--- src/rtl/host_bus_regs.vh ---
// Address decode codes, register offsets and reset values for the host bus glue
`ifndef HOST_BUS_REGS_VH
`define HOST_BUS_REGS_VH

// Upper address bits 10:8 as seen inside each decoded block
`define UA_RTC_PAGE      3'h0
`define UA_IDE_PAGE      3'h1
`define UA_MB0_PAGE      3'h2
`define UA_FDC_PAGE      3'h3
`define UA_MB1_PAGE      3'h6

// Low address offsets inside the xF0-xF7 block of the floppy page
`define OFS_FDC_STATUS   3'h1
`define OFS_FDC_OPER     3'h2
`define OFS_FDC_MSTAT    3'h4
`define OFS_FDC_DATA     3'h5
`define OFS_IDE_AUX      3'h6
`define OFS_IDE_ALT      3'h7

// Offsets inside the x70-x77 block of the low page
`define OFS_RTC_INDEX    3'h0
`define OFS_RTC_DATA     3'h1

// Reset values of the stored cells
`define RST_FDC_OPER     8'h00
`define RST_FDC_CTRL     8'h00
`define RST_FDC_DATA     8'h00
`define RST_RTC_INDEX    7'h00

// Width of the clock-associated RAM index
`define RTC_ADDR_W       7

`endif

--- src/rtl/host_bus_chip_select_decode.v ---
// Host data-bus interface, internal cells, drive bit-7 path and chip-select outputs
`timescale 1ns/1ps
`include "host_bus_regs.vh"

module host_bus_chip_select_decode #(
   parameter RAM_DEPTH = 128                   // Clock-associated RAM locations
) (
   input  wire       mclk,                     // System clock, 20 MHz
   input  wire       sys_rst,                  // Asynchronous reset, active high
   input  wire       io_read,                  // I/O read strobe, active high
   input  wire       io_write,                 // I/O write strobe, active high
   input  wire       decode_enable,            // Decode enable from system controller
   input  wire       dma_ack_ignore,           // Ignore address inputs during DMA ack
   input  wire       page_decode_low,          // Address in x70-x77 block
   input  wire       page_decode_high,         // Address in xF0-xF7 block
   input  wire [2:0] upper_addr_bits,          // Address bits 10:8
   input  wire [2:0] addr_low,                 // Address bits 2:0
   input  wire       xfer_16bit,               // Current drive transfer is 16 bits
   input  wire [7:0] host_data_in,             // Host data bus, input side
   output reg  [7:0] host_data_out,            // Host data bus, output side
   output wire       host_data_oe_low,         // Drive enable for host bits 6:0
   output wire       host_data_bit7_oe,        // Drive enable for host bit 7
   input  wire       drive_port_bit7_in,       // Drive port bit 7, input side
   output reg        drive_port_bit7_out,      // Drive port bit 7, output side
   output wire       drive_port_bit7_oe,       // Drive port bit 7 enable
   input  wire       disk_change_status,       // Floppy disk-change status
   input  wire [7:0] fdc_main_status,          // Floppy main status from core
   input  wire [7:0] fdc_status,               // Floppy status from core
   output wire       drive_card_select_a,      // First drive card select
   output wire       drive_card_select_b,      // Second drive card select
   output wire       drive_xcvr_en_low_n,      // Low-byte transceiver enable, active low
   output wire       drive_xcvr_en_high_n,     // High-byte transceiver enable, active low
   output wire [1:0] mb_select,                // Motherboard chip selects
   output wire [7:0] fdc_oper,                 // Floppy operation cell to core
   output wire [7:0] fdc_ctrl,                 // Floppy control cell to core
   output wire [7:0] fdc_data_wr,              // Floppy data byte written by host
   output reg        fdc_data_wr_pulse,        // One-cycle pulse on data write
   output reg        fdc_data_rd_pulse         // One-cycle pulse on data read
);

   wire                     sel_rtc;
   wire                     sel_fdc;
   wire                     sel_ide_a;
   wire                     sel_ide_b;
   wire                     sel_alt;
   wire                     sel_internal;
   wire                     sel_drive;
   wire                     rd_internal;
   wire                     rd_drive_bit7;
   wire                     wr_fdc_oper;
   wire                     wr_fdc_ctrl;
   wire                     wr_fdc_data;
   wire                     rd_fdc_data;
   wire                     wr_rtc_index;
   wire                     wr_rtc_data;
   wire                     rtc_data_port;

   reg  [7:0]               oper_cell;
   reg  [7:0]               ctrl_cell;
   reg  [7:0]               data_cell;
   reg  [`RTC_ADDR_W-1:0]   rtc_index;
   reg  [7:0]               rtc_ram [0:RAM_DEPTH-1];
   reg  [7:0]               next_data_out;
   reg                      wr_seen;
   reg                      rd_seen;

   select_decoder i_select_decoder (
      .decode_enable    (decode_enable),
      .dma_ack_ignore   (dma_ack_ignore),
      .page_decode_low  (page_decode_low),
      .page_decode_high (page_decode_high),
      .upper_addr_bits  (upper_addr_bits),
      .addr_low         (addr_low),
      .sel_rtc          (sel_rtc),
      .sel_fdc          (sel_fdc),
      .sel_ide_a        (sel_ide_a),
      .sel_ide_b        (sel_ide_b),
      .sel_alt          (sel_alt),
      .mb_select        (mb_select)
   );

   // Address map carried by the decoder:
   //   x70 clock RAM index, x71 clock RAM data (low page, bits 10:8 = 0)
   //   3F1 status, 3F2 operation, 3F4 main status, 3F5 data, 3F7 control write
   //   3F6 and 3F7 also reach the drive auxiliary block through card select b
   //   1F0 to 1F7 reach the drive task file through card select a
   //   High page with bits 10:8 = 2 or 6 goes to the motherboard selects
   // The page decodes are trusted to qualify address bits 7:3 already.
   // Read enables follow the strobe at once, but the byte is registered, so
   // a host read must span at least one rising edge before data is valid.
   // A write held over several edges stores the same byte again; this is
   // harmless for the cells, and the core data pulses fire once per strobe.

   assign sel_internal = sel_rtc | sel_fdc;
   assign sel_drive    = sel_ide_a | sel_ide_b;

   assign drive_card_select_b  = sel_ide_b;
   // task file select, low and 16-bit high enables
   assign drive_card_select_a  = sel_ide_a;
   assign drive_xcvr_en_low_n  = ~sel_drive;
   assign drive_xcvr_en_high_n = ~(sel_ide_a & xfer_16bit);

   // release bits 6:0 outside internal reads
   assign rd_internal       = io_read & sel_internal;
   // bit 7 only for drive-decoded reads
   assign rd_drive_bit7     = io_read & sel_drive;
   assign host_data_oe_low  = rd_internal;
   assign host_data_bit7_oe = rd_internal | rd_drive_bit7;

   // drive the drive port only on drive writes
   assign drive_port_bit7_oe = io_write & sel_drive & ~io_read;

   assign rtc_data_port = (addr_low == `OFS_RTC_DATA);
   assign wr_fdc_oper   = io_write & sel_fdc & (addr_low == `OFS_FDC_OPER);
   assign wr_fdc_ctrl   = io_write & sel_fdc & sel_alt;
   assign wr_fdc_data   = io_write & sel_fdc & (addr_low == `OFS_FDC_DATA);
   assign rd_fdc_data   = io_read & sel_fdc & (addr_low == `OFS_FDC_DATA);
   assign wr_rtc_index  = io_write & sel_rtc & ~rtc_data_port;
   assign wr_rtc_data   = io_write & sel_rtc & rtc_data_port;

   assign fdc_oper    = oper_cell;
   assign fdc_ctrl    = ctrl_cell;
   assign fdc_data_wr = data_cell;

   // read multiplexer, byte from the addressed cell
   always @* begin
      next_data_out = 8'h00;
      if (sel_rtc) begin
         if (rtc_data_port) begin
            next_data_out = rtc_ram[rtc_index];
         end else begin
            next_data_out = {1'b0, rtc_index};
         end
      end else if (sel_fdc) begin
         case (addr_low)
            `OFS_FDC_STATUS: next_data_out = fdc_status;
            `OFS_FDC_OPER:   next_data_out = oper_cell;
            `OFS_FDC_MSTAT:  next_data_out = fdc_main_status;
            `OFS_FDC_DATA:   next_data_out = data_cell;
            // alternate address returns disk change on bit 7
            `OFS_IDE_ALT:    next_data_out = {disk_change_status, 7'h00};
            default:         next_data_out = 8'h00;
         endcase
      end else if (sel_drive) begin
         // drive bit 7 passed to host on drive reads other than 3F7
         next_data_out = {drive_port_bit7_in, 7'h00};
      end
   end

   // Output byte lags the select by one edge; strobes span several cycles
   always @(posedge mclk or posedge sys_rst) begin
      if (sys_rst) begin
         host_data_out       <= 8'h00;
         drive_port_bit7_out <= 1'b0;
      end else begin
         host_data_out <= next_data_out;
         // host bit 7 copied toward the drive
         if (io_write & sel_drive) begin
            drive_port_bit7_out <= host_data_in[7];
         end
      end
   end

   // writes into the floppy cells and RAM index
   always @(posedge mclk or posedge sys_rst) begin
      if (sys_rst) begin
         oper_cell <= `RST_FDC_OPER;
         ctrl_cell <= `RST_FDC_CTRL;
         data_cell <= `RST_FDC_DATA;
         rtc_index <= `RST_RTC_INDEX;
      end else begin
         if (wr_fdc_oper) begin
            oper_cell <= host_data_in;
         end
         if (wr_fdc_ctrl) begin
            ctrl_cell <= host_data_in;
         end
         if (wr_fdc_data) begin
            data_cell <= host_data_in;
         end
         if (wr_rtc_index) begin
            rtc_index <= host_data_in[`RTC_ADDR_W-1:0];
         end
      end
   end

   // RAM is not reset; contents survive like battery-backed cells
   always @(posedge mclk) begin
      if (wr_rtc_data) begin
         rtc_ram[rtc_index] <= host_data_in;
      end
   end

   // One pulse per strobe so the core sees each data byte once
   always @(posedge mclk or posedge sys_rst) begin
      if (sys_rst) begin
         wr_seen           <= 1'b0;
         rd_seen           <= 1'b0;
         fdc_data_wr_pulse <= 1'b0;
         fdc_data_rd_pulse <= 1'b0;
      end else begin
         wr_seen           <= wr_fdc_data;
         rd_seen           <= rd_fdc_data;
         fdc_data_wr_pulse <= wr_fdc_data & ~wr_seen;
         fdc_data_rd_pulse <= rd_fdc_data & ~rd_seen;
      end
   end

endmodule // host_bus_chip_select_decode

--- src/rtl/select_decoder.v ---
// Chip-select decoder from page decodes and upper address bits
`timescale 1ns/1ps
`include "host_bus_regs.vh"

module select_decoder (
   input  wire       decode_enable,     // Decoded outputs allowed
   input  wire       dma_ack_ignore,    // Ignore page and address inputs
   input  wire       page_decode_low,   // Address in x70-x77 block
   input  wire       page_decode_high,  // Address in xF0-xF7 block
   input  wire [2:0] upper_addr_bits,   // Address bits 10:8
   input  wire [2:0] addr_low,          // Address bits 2:0
   output wire       sel_rtc,           // Clock RAM index/data port
   output wire       sel_fdc,           // Floppy register block
   output wire       sel_ide_a,         // Drive task file block
   output wire       sel_ide_b,         // Drive auxiliary block
   output wire       sel_alt,           // Alternate address xF7 of floppy page
   output wire [1:0] mb_select          // Motherboard selects
);

   wire       live;
   wire       fdc_pg;
   wire       aux_hit;

   // enable gating, ignore during DMA acknowledge
   assign live    = decode_enable & ~dma_ack_ignore;

   // decode from page and address bits
   assign fdc_pg  = live & page_decode_high & (upper_addr_bits == `UA_FDC_PAGE);
   assign aux_hit = (addr_low == `OFS_IDE_AUX) | (addr_low == `OFS_IDE_ALT);

   assign sel_rtc   = live & page_decode_low & (upper_addr_bits == `UA_RTC_PAGE)
                    & ((addr_low == `OFS_RTC_INDEX) | (addr_low == `OFS_RTC_DATA));
   assign sel_ide_a = live & page_decode_high & (upper_addr_bits == `UA_IDE_PAGE);
   assign sel_ide_b = fdc_pg & aux_hit;
   assign sel_alt   = fdc_pg & (addr_low == `OFS_IDE_ALT);
   assign sel_fdc   = fdc_pg & ((addr_low == `OFS_FDC_STATUS) | (addr_low == `OFS_FDC_OPER)
                    | (addr_low == `OFS_FDC_MSTAT) | (addr_low == `OFS_FDC_DATA)
                    | (addr_low == `OFS_IDE_ALT));
   assign mb_select[0] = live & page_decode_high & (upper_addr_bits == `UA_MB0_PAGE);
   assign mb_select[1] = live & page_decode_high & (upper_addr_bits == `UA_MB1_PAGE);

endmodule // select_decoder

--- config.mk ---
export PLATFORM = sky130hd
export DESIGN_NAME = host_bus_chip_select_decode
export DESIGN_NICKNAME = d
export VERILOG_FILES = /design/src/rtl/host_bus_chip_select_decode.v /design/src/rtl/select_decoder.v
export VERILOG_INCLUDE_DIRS = /design/src /design/src/rtl
export SDC_FILE = /design/constraint.sdc
export NUM_CORES = 1
export LEC_CHECK = 0
export ABC_AREA = 0
export ABC_CLOCK_PERIOD_IN_PS = 4150
export BUFFER_PORTS_ARGS = -buffer_cell sky130_fd_sc_hd__clkbuf_2
export CORE_AREA = 3 3 416 418
export CTS_CLUSTER_DIAMETER = 120
export DETAILED_ROUTE_END_ITERATION = 6
export DIE_AREA = 0 0 419 421
export PLACE_DENSITY = 0.39
export SLEW_MARGIN = 10
export SYNTH_ARGS = -nofsm -noshare
export SYNTH_HDL_FRONTEND = slang
export SYNTH_SLANG_ARGS = --single-unit
--- constraint.sdc ---
create_clock -name mclk -period 4.15 [get_ports mclk]
set_clock_uncertainty 0.15 [all_clocks]
set_input_delay 0.415 -clock mclk [delete_from_list [all_inputs] [get_ports mclk]]
set_output_delay 0.415 -clock mclk [all_outputs]
set_load 0.02 [all_outputs]
**After elaboration in Yosys (flattened, before gate mapping)**

Memory sizes are Yosys's and may differ from the RTL's.
Cells that the tools add are included.

- Multiplexer cells: 7
- Reductions and logical operators: 2
- Bitwise logic cells: 44
- Equality and inequality tests: 10

Operator list:

| kind | count |
|---|---|
| $pmux W8 S5 | 1 |
| $mux W8 | 4 |
| $and A1 B1 Y1 | 28 |
| $eq A3 B3 Y1 const B | 5 |
| $eq A3 B2 Y1 const B | 3 |
| $or A1 B1 Y1 | 9 |
| $not A1 Y1 | 7 |
| $eq A3 B1 Y1 const B | 2 |
| $logic_not A3 Y1 | 2 |
| $mux W1 | 2 |

- Memories kept: 1
- Input port bits: 41
- Register bits: 44
- Output and inout port bits: 44
- Memory bits (writable): 1024
- Logic and storage cells: 74

Memory list:

| memory | depth | width | read ports | clocked after Yosys merged registers in | write ports | RTL line | RTL |
|---|---|---|---|---|---|---|---|
| rtc_ram | 128 | 8 | 1 | 0 | 1 | host_bus_chip_select_decode.v:62 | `reg [7:0] rtc_ram [0:RAM_DEPTH-1];` |

**Depth between registers and ports, before layout**

Gate-level depths: netlist (run 1).

- Word-level depth: 9
- Gate-level depth with buffers: 11
- Depth with buffers taken out: 7

**Cells and area by module**

From an unflattened synthesis (run 1), not the netlist that was laid out.

- Cells, all modules: 2477
- Area total of the unflattened synthesis: 42365.6 µm²

By module, submodules not included:

| module | seq. area each (µm²) | area each (µm²) | instances | cells each |
|---|---|---|---|---|
| host_bus_chip_select_decode | 31850.5 | 42250.5 | 1 | 2458 |
| select_decoder | 0.0 | 115.1 | 1 | 19 |

**Least setup slack after synthesis (run 1)**

No wires, ideal clock.

- Kind: input to register
- From: input dma_ack_ignore
- To: memory rtc_ram[34][0], enable pin
- Setup time: 370 ps
- Buffers on the path: 2
- Data required time: 3630 ps
- Arrival time: 2158 ps
- Cell stages on the path: 8
- Setup slack: 1472 ps
- Cell sequence: nor3b_2 nor2b_1 and4b_1 nor2b_1 clkbuf_1 nand2_1 clkbuf_1 nor2_1

- Word-level cells in the longest chain between the ends: 9

RTL lines:

| element | RTL line | RTL |
|---|---|---|
| start, declared | host_bus_chip_select_decode.v:13 | `input wire dma_ack_ignore,` |
| $not A1 Y1 | select_decoder.v:25 | `assign live = decode_enable & ~dma_ack_ignore;` |
| $and A1 B1 Y1 | select_decoder.v:25 |  |
| $and A1 B1 Y1 (3 in a row) | select_decoder.v:31 | `` assign sel_rtc = live & page_decode_low & (upper_addr_bits == `UA_RTC_PAGE) `` |
| $and A1 B1 Y1 (2 in a row) | host_bus_chip_select_decode.v:119 | `assign wr_rtc_data = io_write & sel_rtc & rtc_data_port;` |
| $mux W1 | host_bus_chip_select_decode.v:189 | `if (wr_rtc_data) begin` |
| $mux W1 (implied by the code) | host_bus_chip_select_decode.v:190 | `rtc_ram[rtc_index] <= host_data_in;` |
| end, declared | host_bus_chip_select_decode.v:62 |  |

No other way between the ends.

**Final worst setup path (run 1)**

- From: register rtc_index[0]
- To: register host_data_out[3]

- Word-level cells in the longest chain between the ends: 3

RTL lines:

| element | RTL line | RTL |
|---|---|---|
| start, declared | host_bus_chip_select_decode.v:61 | `` reg [`RTC_ADDR_W-1:0] rtc_index; `` |
| start signal, assigned | host_bus_chip_select_decode.v:170 | `` rtc_index <= `RST_RTC_INDEX; `` |
| start signal, assigned | host_bus_chip_select_decode.v:182 | `` rtc_index <= host_data_in[`RTC_ADDR_W-1:0]; `` |
| $mem_v2 Z128 W8 | -- |  |
| $mux W8 | host_bus_chip_select_decode.v:129 | `if (rtc_data_port) begin` |
| $mux W8 | host_bus_chip_select_decode.v:128 | `if (sel_rtc) begin` |
| named net next_data_out[3] | host_bus_chip_select_decode.v:63 | `reg [7:0] next_data_out;` |
| end signal, assigned | host_bus_chip_select_decode.v:156 | `host_data_out <= next_data_out;` |
| end, declared | host_bus_chip_select_decode.v:20 | `output reg [7:0] host_data_out,` |

The timed path passes the listed nets, and every way through them passes these cells.
A chain may end at the register's enable or synchronous reset.

==> metrics.md, run 1 <==
| Metric | Value |
|---|---|
| Cells after Synth | `2,470` |
| Worst slack at placement | `0.3893 ns` |
| Seq cells post-synth | `1,068` |
| Initial DRC count | `roughly 2,800` |
| Most common cell in the netlist | `edfxtp_1` |
| HP Class | `in2reg` |
| Main area contributors after synthesis | `edfxtp_1, mux4_2, dfrtp_1, mux2_2, mux2i_1` |
| Final Hold Viols | `0` |
| Synth async-reset ratio | `4.120%` |
| Layout cells sized above 1 | `25.60%` |
| Fin area | `roughly 0.05 mm^2` |
| Largest stage delay, worst path | `0.75 ns` |
| Internal | `0.01781 W` |
| Die Span Y | `about 420 um` |
| Drt via density | `4.973` |
| CTS tree | `yes` |
| Tcrit/Tclk final | `92.79%` |
| WHS Path Cells | `5` |
| Yosys cell types | `about 90` |
| Mapped Area | `about 0.042 mm^2` |
| Worst path slowest cell | `dfrtp_4` |
| DRC viols | `0` |
| First-pass GRT wire length | `215.4 mm` |
| Sequential Power Share | `51.4%` |
| Outcome | `complete, no violations` |
| Combinational fraction of design power | `5.4%` |
| Final nets | `2,850` |
| Clock period minus worst slack | `roughly 3.9 ns` |
| Clock latency on the worst-skew pair | `0.74 ns` |
| Leak | `16.29 nW` |
| Initial Util | `between 20% and 30%` |
| CP Cell Sequence | `clkinv_2, buf_4, a221oi_1, nor2_1, a2111oi_0, nor3_1, nor4_1, o211ai_1` |
| Detailed Place HPWL | `100.2 mm` |
| Cell area power density | `453.8 mW/mm^2` |
| P&R area growth vs syn | `19.67%` |
| Post-synth top flop | `edfxtp_1` |
| Syn Area/Cell | `17.18 um^2` |
| Num Clock Sinks | `1,068` |
| Max Freq | `259.7 MHz` |
| Largest net degree at the start of global routing | `88` |
| R2R Setup Slk | `approximately 0.30 ns` |
| Sw Ratio | `a little under a quarter` |
| Clk pwr share | `43.1%` |
| Total gr overflow | `0` |
| Gpl congestion | `0.8794` |
| Max FO, Critical Path | `25` |
| DIE WIDTH | `419 um` |
| Wire length per cell | `approximately 30 um` |
| H-tree depth | `3` |
| Synth warn | `0` |
| Max clock buf depth | `3` |
| Final setup margin | `between 0.2 and 0.3 ns` |
| Drt total wl | `154.8 mm` |
| Syn nets | `2,511` |
| Max Cap Viol | `0` |
| CTS Hold Bufs | `6` |
| Die Area | `0.1764 mm^2` |
| Post-synth EDFFs | `1,024` |
| Startpoint class of the critical path | `flip-flop` |
| WHS | `about 0.08 ns` |
| FF-to-FF path depth | `8` |
| CP Data Required Time | `4.60 ns` |
| Yosys top cell by area | `edfxtp_1` |
| Post-Place Cell Area | `about 0.047 mm^2` |
| Max-slew headroom | `25.84%` |
| Final setup fails | `0` |
| Resized Gates After CTS | `0` |
| CP Class | `reg2reg` |
| VDD IR max | `0.0003227 V` |
| Crit path DAT | `4.30 ns` |
| Register area share after synthesis | `75.06%` |
| Unrepaired setup endpoints after global routing | `false` |
| Worst Setup End Kind | `flip-flop` |
| Slew of the pin with the lowest slew margin | `1.107 ns` |
| Tot Pwr | `roughly 0.023 W` |
| GRT Overall Usage | `17.26%` |
| Routed Antenna Nets | `0` |
| Num CTS Buffers | `about 110` |
| Clock transition at the registers of the reported paths | `0.06 ns` |
| Initial antenna violation count | `3` |
| I/O Pins | `85` |
| I/O Buffers | `84` |
| Fill cell count | `~17,000` |
| Net Switching | `0.005241 W` |
| Synth top cells by count | `edfxtp_1, nor2_1, nand2_1` |
| First-pass DRT Iterations | `6` |
| Root buffer cell | `clkbuf_16` |
| Vias in the first global route | `25,810` |
| Layout Utilization | `about 30%` |
| Setup Buffers After CTS | `0` |
| Total number of vias | `~25,000` |
| Core box area | `between 0.15 and 0.2 mm^2` |
| Slew Limit Fails | `0` |
| Yosys top cell area share | `72.46%` |
| FP Rows | `151` |
## worst paths after layout
| path | from | endpoint |
|---|---|---|
| setup / recovery | rtc_index[0] | host_data_out[3] |
| hold / removal | fdc_status[3] | host_data_out[3] |
| setup reg to reg | rtc_index[0] | host_data_out[3] |
| hold reg to reg | rd_seen | fdc_data_rd_pulse |
| max in group asynchronous | sys_rst | rtc_index[1] |
| min in group asynchronous | sys_rst | fdc_oper[5] |
## critical path: cells and delay by family (launching register included)
kind                   cells  cell delay (ns)
AOI/OAI and AO/OA          3             0.97
buffers and inverters      2             0.92
DFF                        1             0.75
and+or+nand+nor            3             0.86
## area by class of cell
cell class | instances | area (um^2) | area share [%]
clock inverter | 73 | 615.6 | 1.212
multi-input combinational | 1221 | 9525 | 18.76
inverter | 9 | 35.03 | 0.06899
tap | 2218 | 2775 | 5.465
sequential | 1068 | 31860 | 62.74
clock buffer | 135 | 2953 | 5.815
antenna | 3 | 7.507 | 0.01478
timing repair buffer | 396 | 3008 | 5.923
## layout by cell type (no fill, tap or decap), drive strengths merged, types with 12 or more instances in the layout
master  count
edfxtp   1024
buf       314
clkbuf    211
nor2      210
nand2     109
mux2      100
a221oi     97
mux2i      96
a21oi      94
o21ai      79
mux4       70
a22oi      68
clkinv     58
dfrtp      44
a221o      22
a22o       20
o211ai     19
a222oi     18
nor2b      18
o22ai      17
nand3      14
a211oi     13
a31oi      12
nor3       12
inv        12
## layer usage
layer,part of all wire [%],global-route usage (%)
met1,44,24.30
met5,0,0
met3,5.8,2.603
met4,3.1,5.359
met2,47,27.38
## kinds of logic after synthesis
| family | share of synthesized area, % |
|---|---|
| multiplexers | 8.633 |
| buffers and inverters | 2.601 |
| AO/OA/AOI/OAI | 9.332 |
| flip-flops | 75.06 |
| AND/OR/NAND/NOR | 4.379 |
## registers in the layout, summed over array words and instances (netlist names)
| register | cells |
|---|---|
| drive_port_bit7_out | 1 |
| rd_seen | 1 |
| fdc_data_rd_pulse | 1 |
| wr_seen | 1 |
| rtc_ram | 1024 |
| fdc_ctrl | 8 |
| fdc_data_wr | 8 |
| rtc_index | 7 |
| fdc_data_wr_pulse | 1 |
| host_data_out | 8 |
| fdc_oper | 8 |
## through the flow
stage               cells  setup TNS, ns
global placement     4905       -0.04442
global route         5120              0
detailed placement   4906              0
floorplan            2470              0
CTS                  5120              0
finish               5123              0
## power groups by stage
stage	clock network [W]	logic [W]	registers, W
after detailed placement	0	0.00126	0.0121
after global placement	0	0.00125	0.0121
final	0.00994	0.00126	0.0118
after floorplan	0	0.000559	0.0121
after global routing	0.0106	0.00132	0.0118
after CTS	0.0102	0.00127	0.0118
(Power assumes the default switching activity.)
==> run 2: changes to the inputs <==
--- a/config.mk
+++ b/config.mk
@@ -13,7 +13,7 @@
 export CTS_CLUSTER_DIAMETER = 120
 export DETAILED_ROUTE_END_ITERATION = 6
 export DIE_AREA = 0 0 419 421
-export PLACE_DENSITY = 0.39
+export PLACE_DENSITY = 0.49
 export SLEW_MARGIN = 10
 export SYNTH_ARGS = -nofsm -noshare
 export SYNTH_HDL_FRONTEND = slang
==> run 2 against run 1 <==
  * Core utilization decreased by 0.18 points
  * Highest routed layer unchanged
  * Largest power group unchanged
  * Die area unchanged
  * Flip-flop and latch count stayed put
  * Final cell count shrank 0.88%
  * Critical path depth rose by 1
==> metrics.md, run 2 (synthesized netlist as in run 1, its figures left out) <==
| Metric | Value |
|---|---|
| Outcome | `complete, no violations` |
| Initial DRC count | `2,875 (+2.0%)` |
| Root buffer cell | `clkbuf_16` |
| Drt total wl | `140.3 mm (-9.4%)` |
| First-pass GRT wire length | `197.6 mm (-8.3%)` |
| Largest stage delay, worst path | `0.93 ns (+0.18 ns)` |
| TNS Setup | `0 ns (unchanged)` |
| Worst slack at placement | `0.5053 ns (+0.1160 ns)` |
| Clock period minus worst slack | `3.723 ns (-0.1278 ns)` |
| Total number of vias | `25,140 (-1.3%)` |
| GRT Overall Usage | `15.54% (-1.7 points)` |
| Wire length per cell | `27.63 um (-8.6%)` |
| Fill cell count | `16,630 (-0.34%)` |
| Layout cells sized above 1 | `24.48% (-1.1 points)` |
| CP Class | `reg2reg` |
| Routed Antenna Nets | `0 (unchanged)` |
| Clock latency on the worst-skew pair | `0.69 ns (-0.05 ns)` |
| Final nets | `2,807 (-1.5%)` |
| DRC viols | `0 (unchanged)` |
| HP Class | `in2reg` |
| Initial antenna violation count | `3 (unchanged)` |
| Worst Setup End Kind | `flip-flop` |
| Max Freq | `268.6 MHz (+3.4%)` |
| Max clock buf depth | `3 (unchanged)` |
| Most common cell after layout, fill and taps aside | `edfxtp_1` |
| Final setup fails | `0 (unchanged)` |
| FP Rows | `151 (unchanged)` |
| Final Hold Viols | `0 (unchanged)` |
| First-pass DRT Iterations | `6 (unchanged)` |
| Tcrit/Tclk final | `89.71% (-3.1 points)` |
| Max FO, Critical Path | `30 (+20%)` |
| Final setup margin | `0.4271 ns (+0.1278 ns)` |
| Largest net degree at the start of global routing | `86 (-2.3%)` |
| Critical path buffer and inverter count | `3 (+1)` |
| Layout Cells excl Fill | `5,078 (-0.88%)` |
| Slew Limit Fails | `0 (unchanged)` |
| Num Clock Sinks | `1,068 (unchanged)` |
| DIE WIDTH | `419 um (unchanged)` |
| CTS tree | `yes` |
| Gpl congestion | `0.8819 (+0.28%)` |
| H-tree depth | `3 (unchanged)` |
| CP Data Required Time | `4.60 ns (about the same)` |
| Total gr overflow | `0 (unchanged)` |
| I/O Pins | `85 (unchanged)` |
| Core box area | `0.1695 mm^2 (unchanged)` |
| Detailed Place HPWL | `88.81 mm (-11%)` |
| Die Span Y | `421 um (unchanged)` |
| Slew of the pin with the lowest slew margin | `1.179 ns (+0.07198 ns)` |
| Placed insts | `4,864 (-0.86%)` |
| Max Cap Viol | `0 (unchanged)` |
| Tot Pwr | `0.02292 W (-0.54%)` |
| Most frequent cells in the layout | `edfxtp_1, buf_4, nor2_1` |
| Initial Util | `25.04% (unchanged)` |
| Cell area power density | `454.1 mW/mm^2 (about the same)` |
| Num CTS Buffers | `115 (+1.8%)` |
| Worst path slowest cell | `a2111oi_0` |
| CP top delay family | `compound AO/OA/AOI/OAI gates` |
| Setup Buffers After CTS | `0 (unchanged)` |
| Clock transition at the registers of the reported paths | `0.06 ns (about the same)` |
| P&R area growth vs syn | `18.94%` |
| Crit path DAT | `4.18 ns (-0.12 ns)` |
| Largest register FFs | `1,024 (unchanged)` |
| Vias in the first global route | `25,170 (-2.5%)` |
| CP Cell Sequence | `buf_12, nor3b_4, buf_4, a22oi_1, o211a_1, a2111oi_0, buf_4, o211ai_1, o211ai_1` |
| Leak | `16.08 nW (-1.3%)` |
| I/O Buffers | `84 (unchanged)` |
| Unrepaired setup endpoints after global routing | `false` |
| Die Area | `0.1764 mm^2 (unchanged)` |
| Most flop-heavy register | `rtc_ram` |
| Drt via density | `4.951 (-0.44%)` |
| Max-slew headroom | `21.38% (-4.5 points)` |
| VDD IR max | `0.0003216 V (-0.36%)` |
| Startpoint class of the critical path | `flip-flop` |
## run 2: changes by cell type in the layout (fill, tap and decap cells not counted), moves of 2 or more
cell           change
a2111oi_0          +2
a2111oi_1          -2
buf_12             +2
buf_4             -43
clkbuf_1           +7
clkbuf_16          +3
clkinv_1           -4
clkinv_2           -3
clkinv_4           +2
diode_2            -2
dlygate4sd3_1      -3
## run 2: repair_timing
action,4_1_cts,5_1_grt
hold endpoints to repair,35,0
hold buffers,3,0
resized for setup,0,0
## run 2: final cells by class
type,count,area [um^2],share of cell area [%]
sequential,1068,31860,63.13
multi-input combinational,1221,9518,18.86
clock buffer,145,3054,6.051
tap,2218,2775,5.498
timing repair buffer,351,2690,5.330
clock inverter,65,535.5,1.061
inverter,9,35.03,0.06941
antenna,1,2.502,0.004958
## run 2: worst paths after layout
path	slack [ns]	cells after the start	from	end
min	0.07	4	page_decode_high	fdc_data_rd_pulse
min reg2reg	0.23	1	rd_seen	fdc_data_rd_pulse
max reg2reg	0.43	9	rtc_index[2]	host_data_out[5]
max in group asynchronous	2.85	4	sys_rst	rtc_index[1]
min in group asynchronous	0.24	3	sys_rst	drive_port_bit7_out
max	0.43	9	rtc_index[2]	host_data_out[5]
## run 2: where the power goes
group,switching (W),internal (W),total (W)
logic,0.000836,0.000356,0.00119
registers,0.0000305,0.0118,0.0118
clock network,0.00420,0.00568,0.00988
## run 2: layer usage
metal,up-vias,routed length (um),global-route usage (%)
li1,10620,-,-
met1,13240,60020,21.47
met2,1059,65910,24.94
met3,217,9669,2.585
met4,0,4709,4.838
met5,-,0,0
## run 2: worst min-delay path, stage by stage
cell	delay, ns
clkbuf_2	0.09
nand4_1	0.07
buf_4	0.21
nor4_1	0.08
## run 2: metrics by stage
step	utilization, %	hold slack [ns]	cell area [um^2]
final	29.78	0.06607	50470
after global routing	29.78	0.05680	50470
after CTS	29.78	0.01837	50470
after detailed placement	27.65	0.2490	46850
after global placement	27.65	0.2474	46850
after floorplan	-	0.2339	42440
==> run 3: changes to the inputs <==
--- a/config.mk
+++ b/config.mk
@@ -17,4 +17,5 @@
 export SLEW_MARGIN = 10
 export SYNTH_ARGS = -nofsm -noshare
 export SYNTH_HDL_FRONTEND = slang
+export SYNTH_HIERARCHICAL = 1
 export SYNTH_SLANG_ARGS = --single-unit
==> run 3 against run 2 <==
  * Non-clock buffer count up 8
  * Highest routed layer unchanged
  * Largest power group unchanged
  * First-iteration DRC count down 5.6%
  * Final cell count up 0.57%
  * Critical endpoint is now host_data_out[4]
  * Critical path type unchanged
  * Routed wire length down 0.35%
  * Register-to-register slack worse by 0.16 ns
==> metrics.md, run 3 <==
| Metric | Value |
|---|---|
| Outcome | `complete, no violations` |
| Slew of the pin with the lowest slew margin | `1.022 ns (-0.1569 ns)` |
| Fin area | `0.05095 mm^2 (+0.94%)` |
| CP most frequent cell | `nor2_1` |
| CP Class | `reg2reg` |
| Syn nets | `2,518 (+0.28%)` |
| I/O Buffers | `84 (unchanged)` |
| Synth warn | `6 (+6)` |
| Yosys top cell area share | `72.58% (+0.12 points)` |
| Max clock buf depth | `3 (unchanged)` |
| Num CTS Buffers | `113 (-1.7%)` |
| Mapped Area | `0.04237 mm^2 (-0.17%)` |
| Startpoint class of the critical path | `flip-flop` |
| Most frequent cells in the layout | `edfxtp_1, buf_4, nor2_1` |
| Detailed Place HPWL | `88.43 mm (-0.42%)` |
| FP Rows | `151 (unchanged)` |
| Worst path slowest cell | `dfrtp_4` |
| Max Freq | `257.3 MHz (-4.2%)` |
| Main area contributors after synthesis | `edfxtp_1, mux2i_1, mux4_2, dfrtp_1, mux2_2` |
| First-pass GRT wire length | `196.7 mm (-0.45%)` |
| HP Class | `in2reg` |
| Post-synth top flop | `edfxtp_1` |
| Max FO, Critical Path | `34 (+13%)` |
| Synth async-reset ratio | `4.120% (unchanged)` |
| Worst Setup End Kind | `flip-flop` |
| Fill cell count | `16,570 (-0.41%)` |
| Post-Place Cell Area | `0.04711 mm^2 (+0.54%)` |
| Syn Area/Cell | `17.10 um^2 (-0.45%)` |
| Die Span Y | `421 um (unchanged)` |
| Slew Limit Fails | `0 (unchanged)` |
| Crit path DAT | `4.32 ns (+0.14 ns)` |
| Synth top cells by count | `edfxtp_1, nor2_1, mux2i_1` |
| Post-synth EDFFs | `1,024 (unchanged)` |
| Largest net degree at the start of global routing | `78 (-9.3%)` |
| Register area share after synthesis | `75.18% (+0.12 points)` |
| Leak | `16.35 nW (+1.6%)` |
| Yosys cell types | `68 (-24%)` |
| I/O Pins | `85 (unchanged)` |
| Initial Util | `25.00% (-0.041 points)` |
| CTS tree | `yes` |
| Final Hold Viols | `0 (unchanged)` |
| Initial DRC count | `2,714 (-5.6%)` |
| Wire length per cell | `27.38 um (-0.92%)` |
| Final setup fails | `0 (unchanged)` |
| P&R area growth vs syn | `20.25%` |
| GRT Overall Usage | `15.45% (-0.088 points)` |
| Yosys top cell by area | `edfxtp_1` |
| Clock period minus worst slack | `3.886 ns (+0.1629 ns)` |
| Core box area | `0.1695 mm^2 (unchanged)` |
| Routed Antenna Nets | `0 (unchanged)` |
| TNS Setup | `0 ns (unchanged)` |
| Root buffer cell | `clkbuf_16` |
| Cell area power density | `459.8 mW/mm^2 (+1.2%)` |
| Vias in the first global route | `24,890 (-1.1%)` |
| Total number of vias | `25,030 (-0.44%)` |
| Max Cap Viol | `0 (unchanged)` |
| Drt total wl | `139.8 mm (-0.35%)` |
| Drt via density | `4.901 (-1.0%)` |
| DIE WIDTH | `419 um (unchanged)` |
| Most flop-heavy register | `rtc_ram` |
| Clock latency on the worst-skew pair | `0.72 ns (+0.03 ns)` |
| Gpl congestion | `0.8749 (-0.79%)` |
| Seq cells post-synth | `1,068 (unchanged)` |
| Cells after Synth | `2,477 (+0.28%)` |
| Tcrit/Tclk final | `93.63% (+3.9 points)` |
| Most common cell after layout, fill and taps aside | `edfxtp_1` |
| Total gr overflow | `0 (unchanged)` |
| Die Area | `0.1764 mm^2 (unchanged)` |
| Num Clock Sinks | `1,068 (unchanged)` |
| First-pass DRT Iterations | `6 (unchanged)` |
| Unrepaired setup endpoints after global routing | `false` |
| Largest stage delay, worst path | `0.87 ns (-0.06 ns)` |
| CP Cell Sequence | `buf_4, mux4_2, nor2_1, nor2_1, o221ai_1, o211a_1, a41oi_1, a311o_1` |
| VDD IR max | `0.0003535 V (+9.9%)` |
| Max-slew headroom | `31.84% (+10 points)` |
| Clock transition at the registers of the reported paths | `0.06 ns (about the same)` |
| Largest register FFs | `1,024 (unchanged)` |
| Most common cell in the netlist | `edfxtp_1` |
| Setup Buffers After CTS | `0 (unchanged)` |
| H-tree depth | `3 (unchanged)` |
| CP Data Required Time | `4.59 ns (about the same)` |
| Initial antenna violation count | `3 (unchanged)` |
| DRC viols | `0 (unchanged)` |
| Layout cells sized above 1 | `24.41% (-0.073 points)` |
| Final nets | `2,829 (+0.78%)` |
[run 3: timing repair]
action,in CTS,in global routing
gates resized for setup,0,0
endpoints found under the hold margin,35,0
hold buffers,4,0
[run 3: power breakdown]
part	switching (W)	internal [W]	leakage [nW]
Clock	0.00431	0.00605	1.84
Combinational	0.000849	0.000370	4.70
Sequential	0.0000340	0.0118	9.81
[run 3: final timing paths]
kind	end	start	slack [ns]	depth (start not counted)
worst min register to register	fdc_data_rd_pulse	rd_seen	0.25	1
worst min-delay path	fdc_data_wr_pulse	addr_low[2]	0.14	4
worst max-delay path	host_data_out[4]	rtc_index[0]	0.26	8
min in group asynchronous	fdc_ctrl[0]	sys_rst	0.19	3
worst max register to register	host_data_out[4]	rtc_index[0]	0.26	8
max in group asynchronous	rtc_index[1]	sys_rst	2.85	4
[run 3: area by class of cell]
type                    count  area (um^2)  area share (%)
well taps                2218         2775           5.447
repair buffers            359         2828           5.550
inverters                  14        52.55          0.1031
flip-flops and latches   1068        31860           62.54
clock buffers             135         2972           5.833
diodes                      1        2.502        0.004912
multi-input cells        1232         9628           18.90
clock inverters            80        827.0           1.623
[run 3: through the flow]
step	setup WS [ns]	power [W]	instances	hold slack [ns]	util, %
2_1_floorplan	0.8966	0.01260	2477	0.2277	-
3_3_place_gp	0.2172	0.01329	4887	0.2333	27.80
3_5_place_dp	0.1855	0.01329	4887	0.2403	27.80
4_1_cts	0.3104	0.02363	5106	0.08661	30.06
5_1_grt	0.2669	0.02409	5106	0.1362	30.06
6_report	0.2642	0.02343	5107	0.1404	30.06
[run 3: layer usage]
layer	vias up	routed length, um	global-route usage, %
li1	10610	-	-
met4	0	4320	4.684
met3	214	9135	3.075
met1	13280	61380	21.47
met5	-	0	0
met2	927	64980	24.32
[run 3: logic make-up after synthesis]
| family | share of synthesized area, % |
|---|---|
| AO/OA/AOI/OAI | 8.449 |
| multiplexers | 10.35 |
| buffers and inverters | 2.191 |
| AND/OR/NAND/NOR | 3.810 |
| flip-flops | 75.18 |
| XOR/XNOR | 0.02068 |
[run 3: critical path, delay by kind of cell (launching register included)]
family,cells,cell delay [ns]
flip-flops,1,0.87
buffers and inverters,1,0.41
AO/OA/AOI/OAI,4,1.56
AND/OR/NAND/NOR,2,0.16
multiplexers,1,0.55
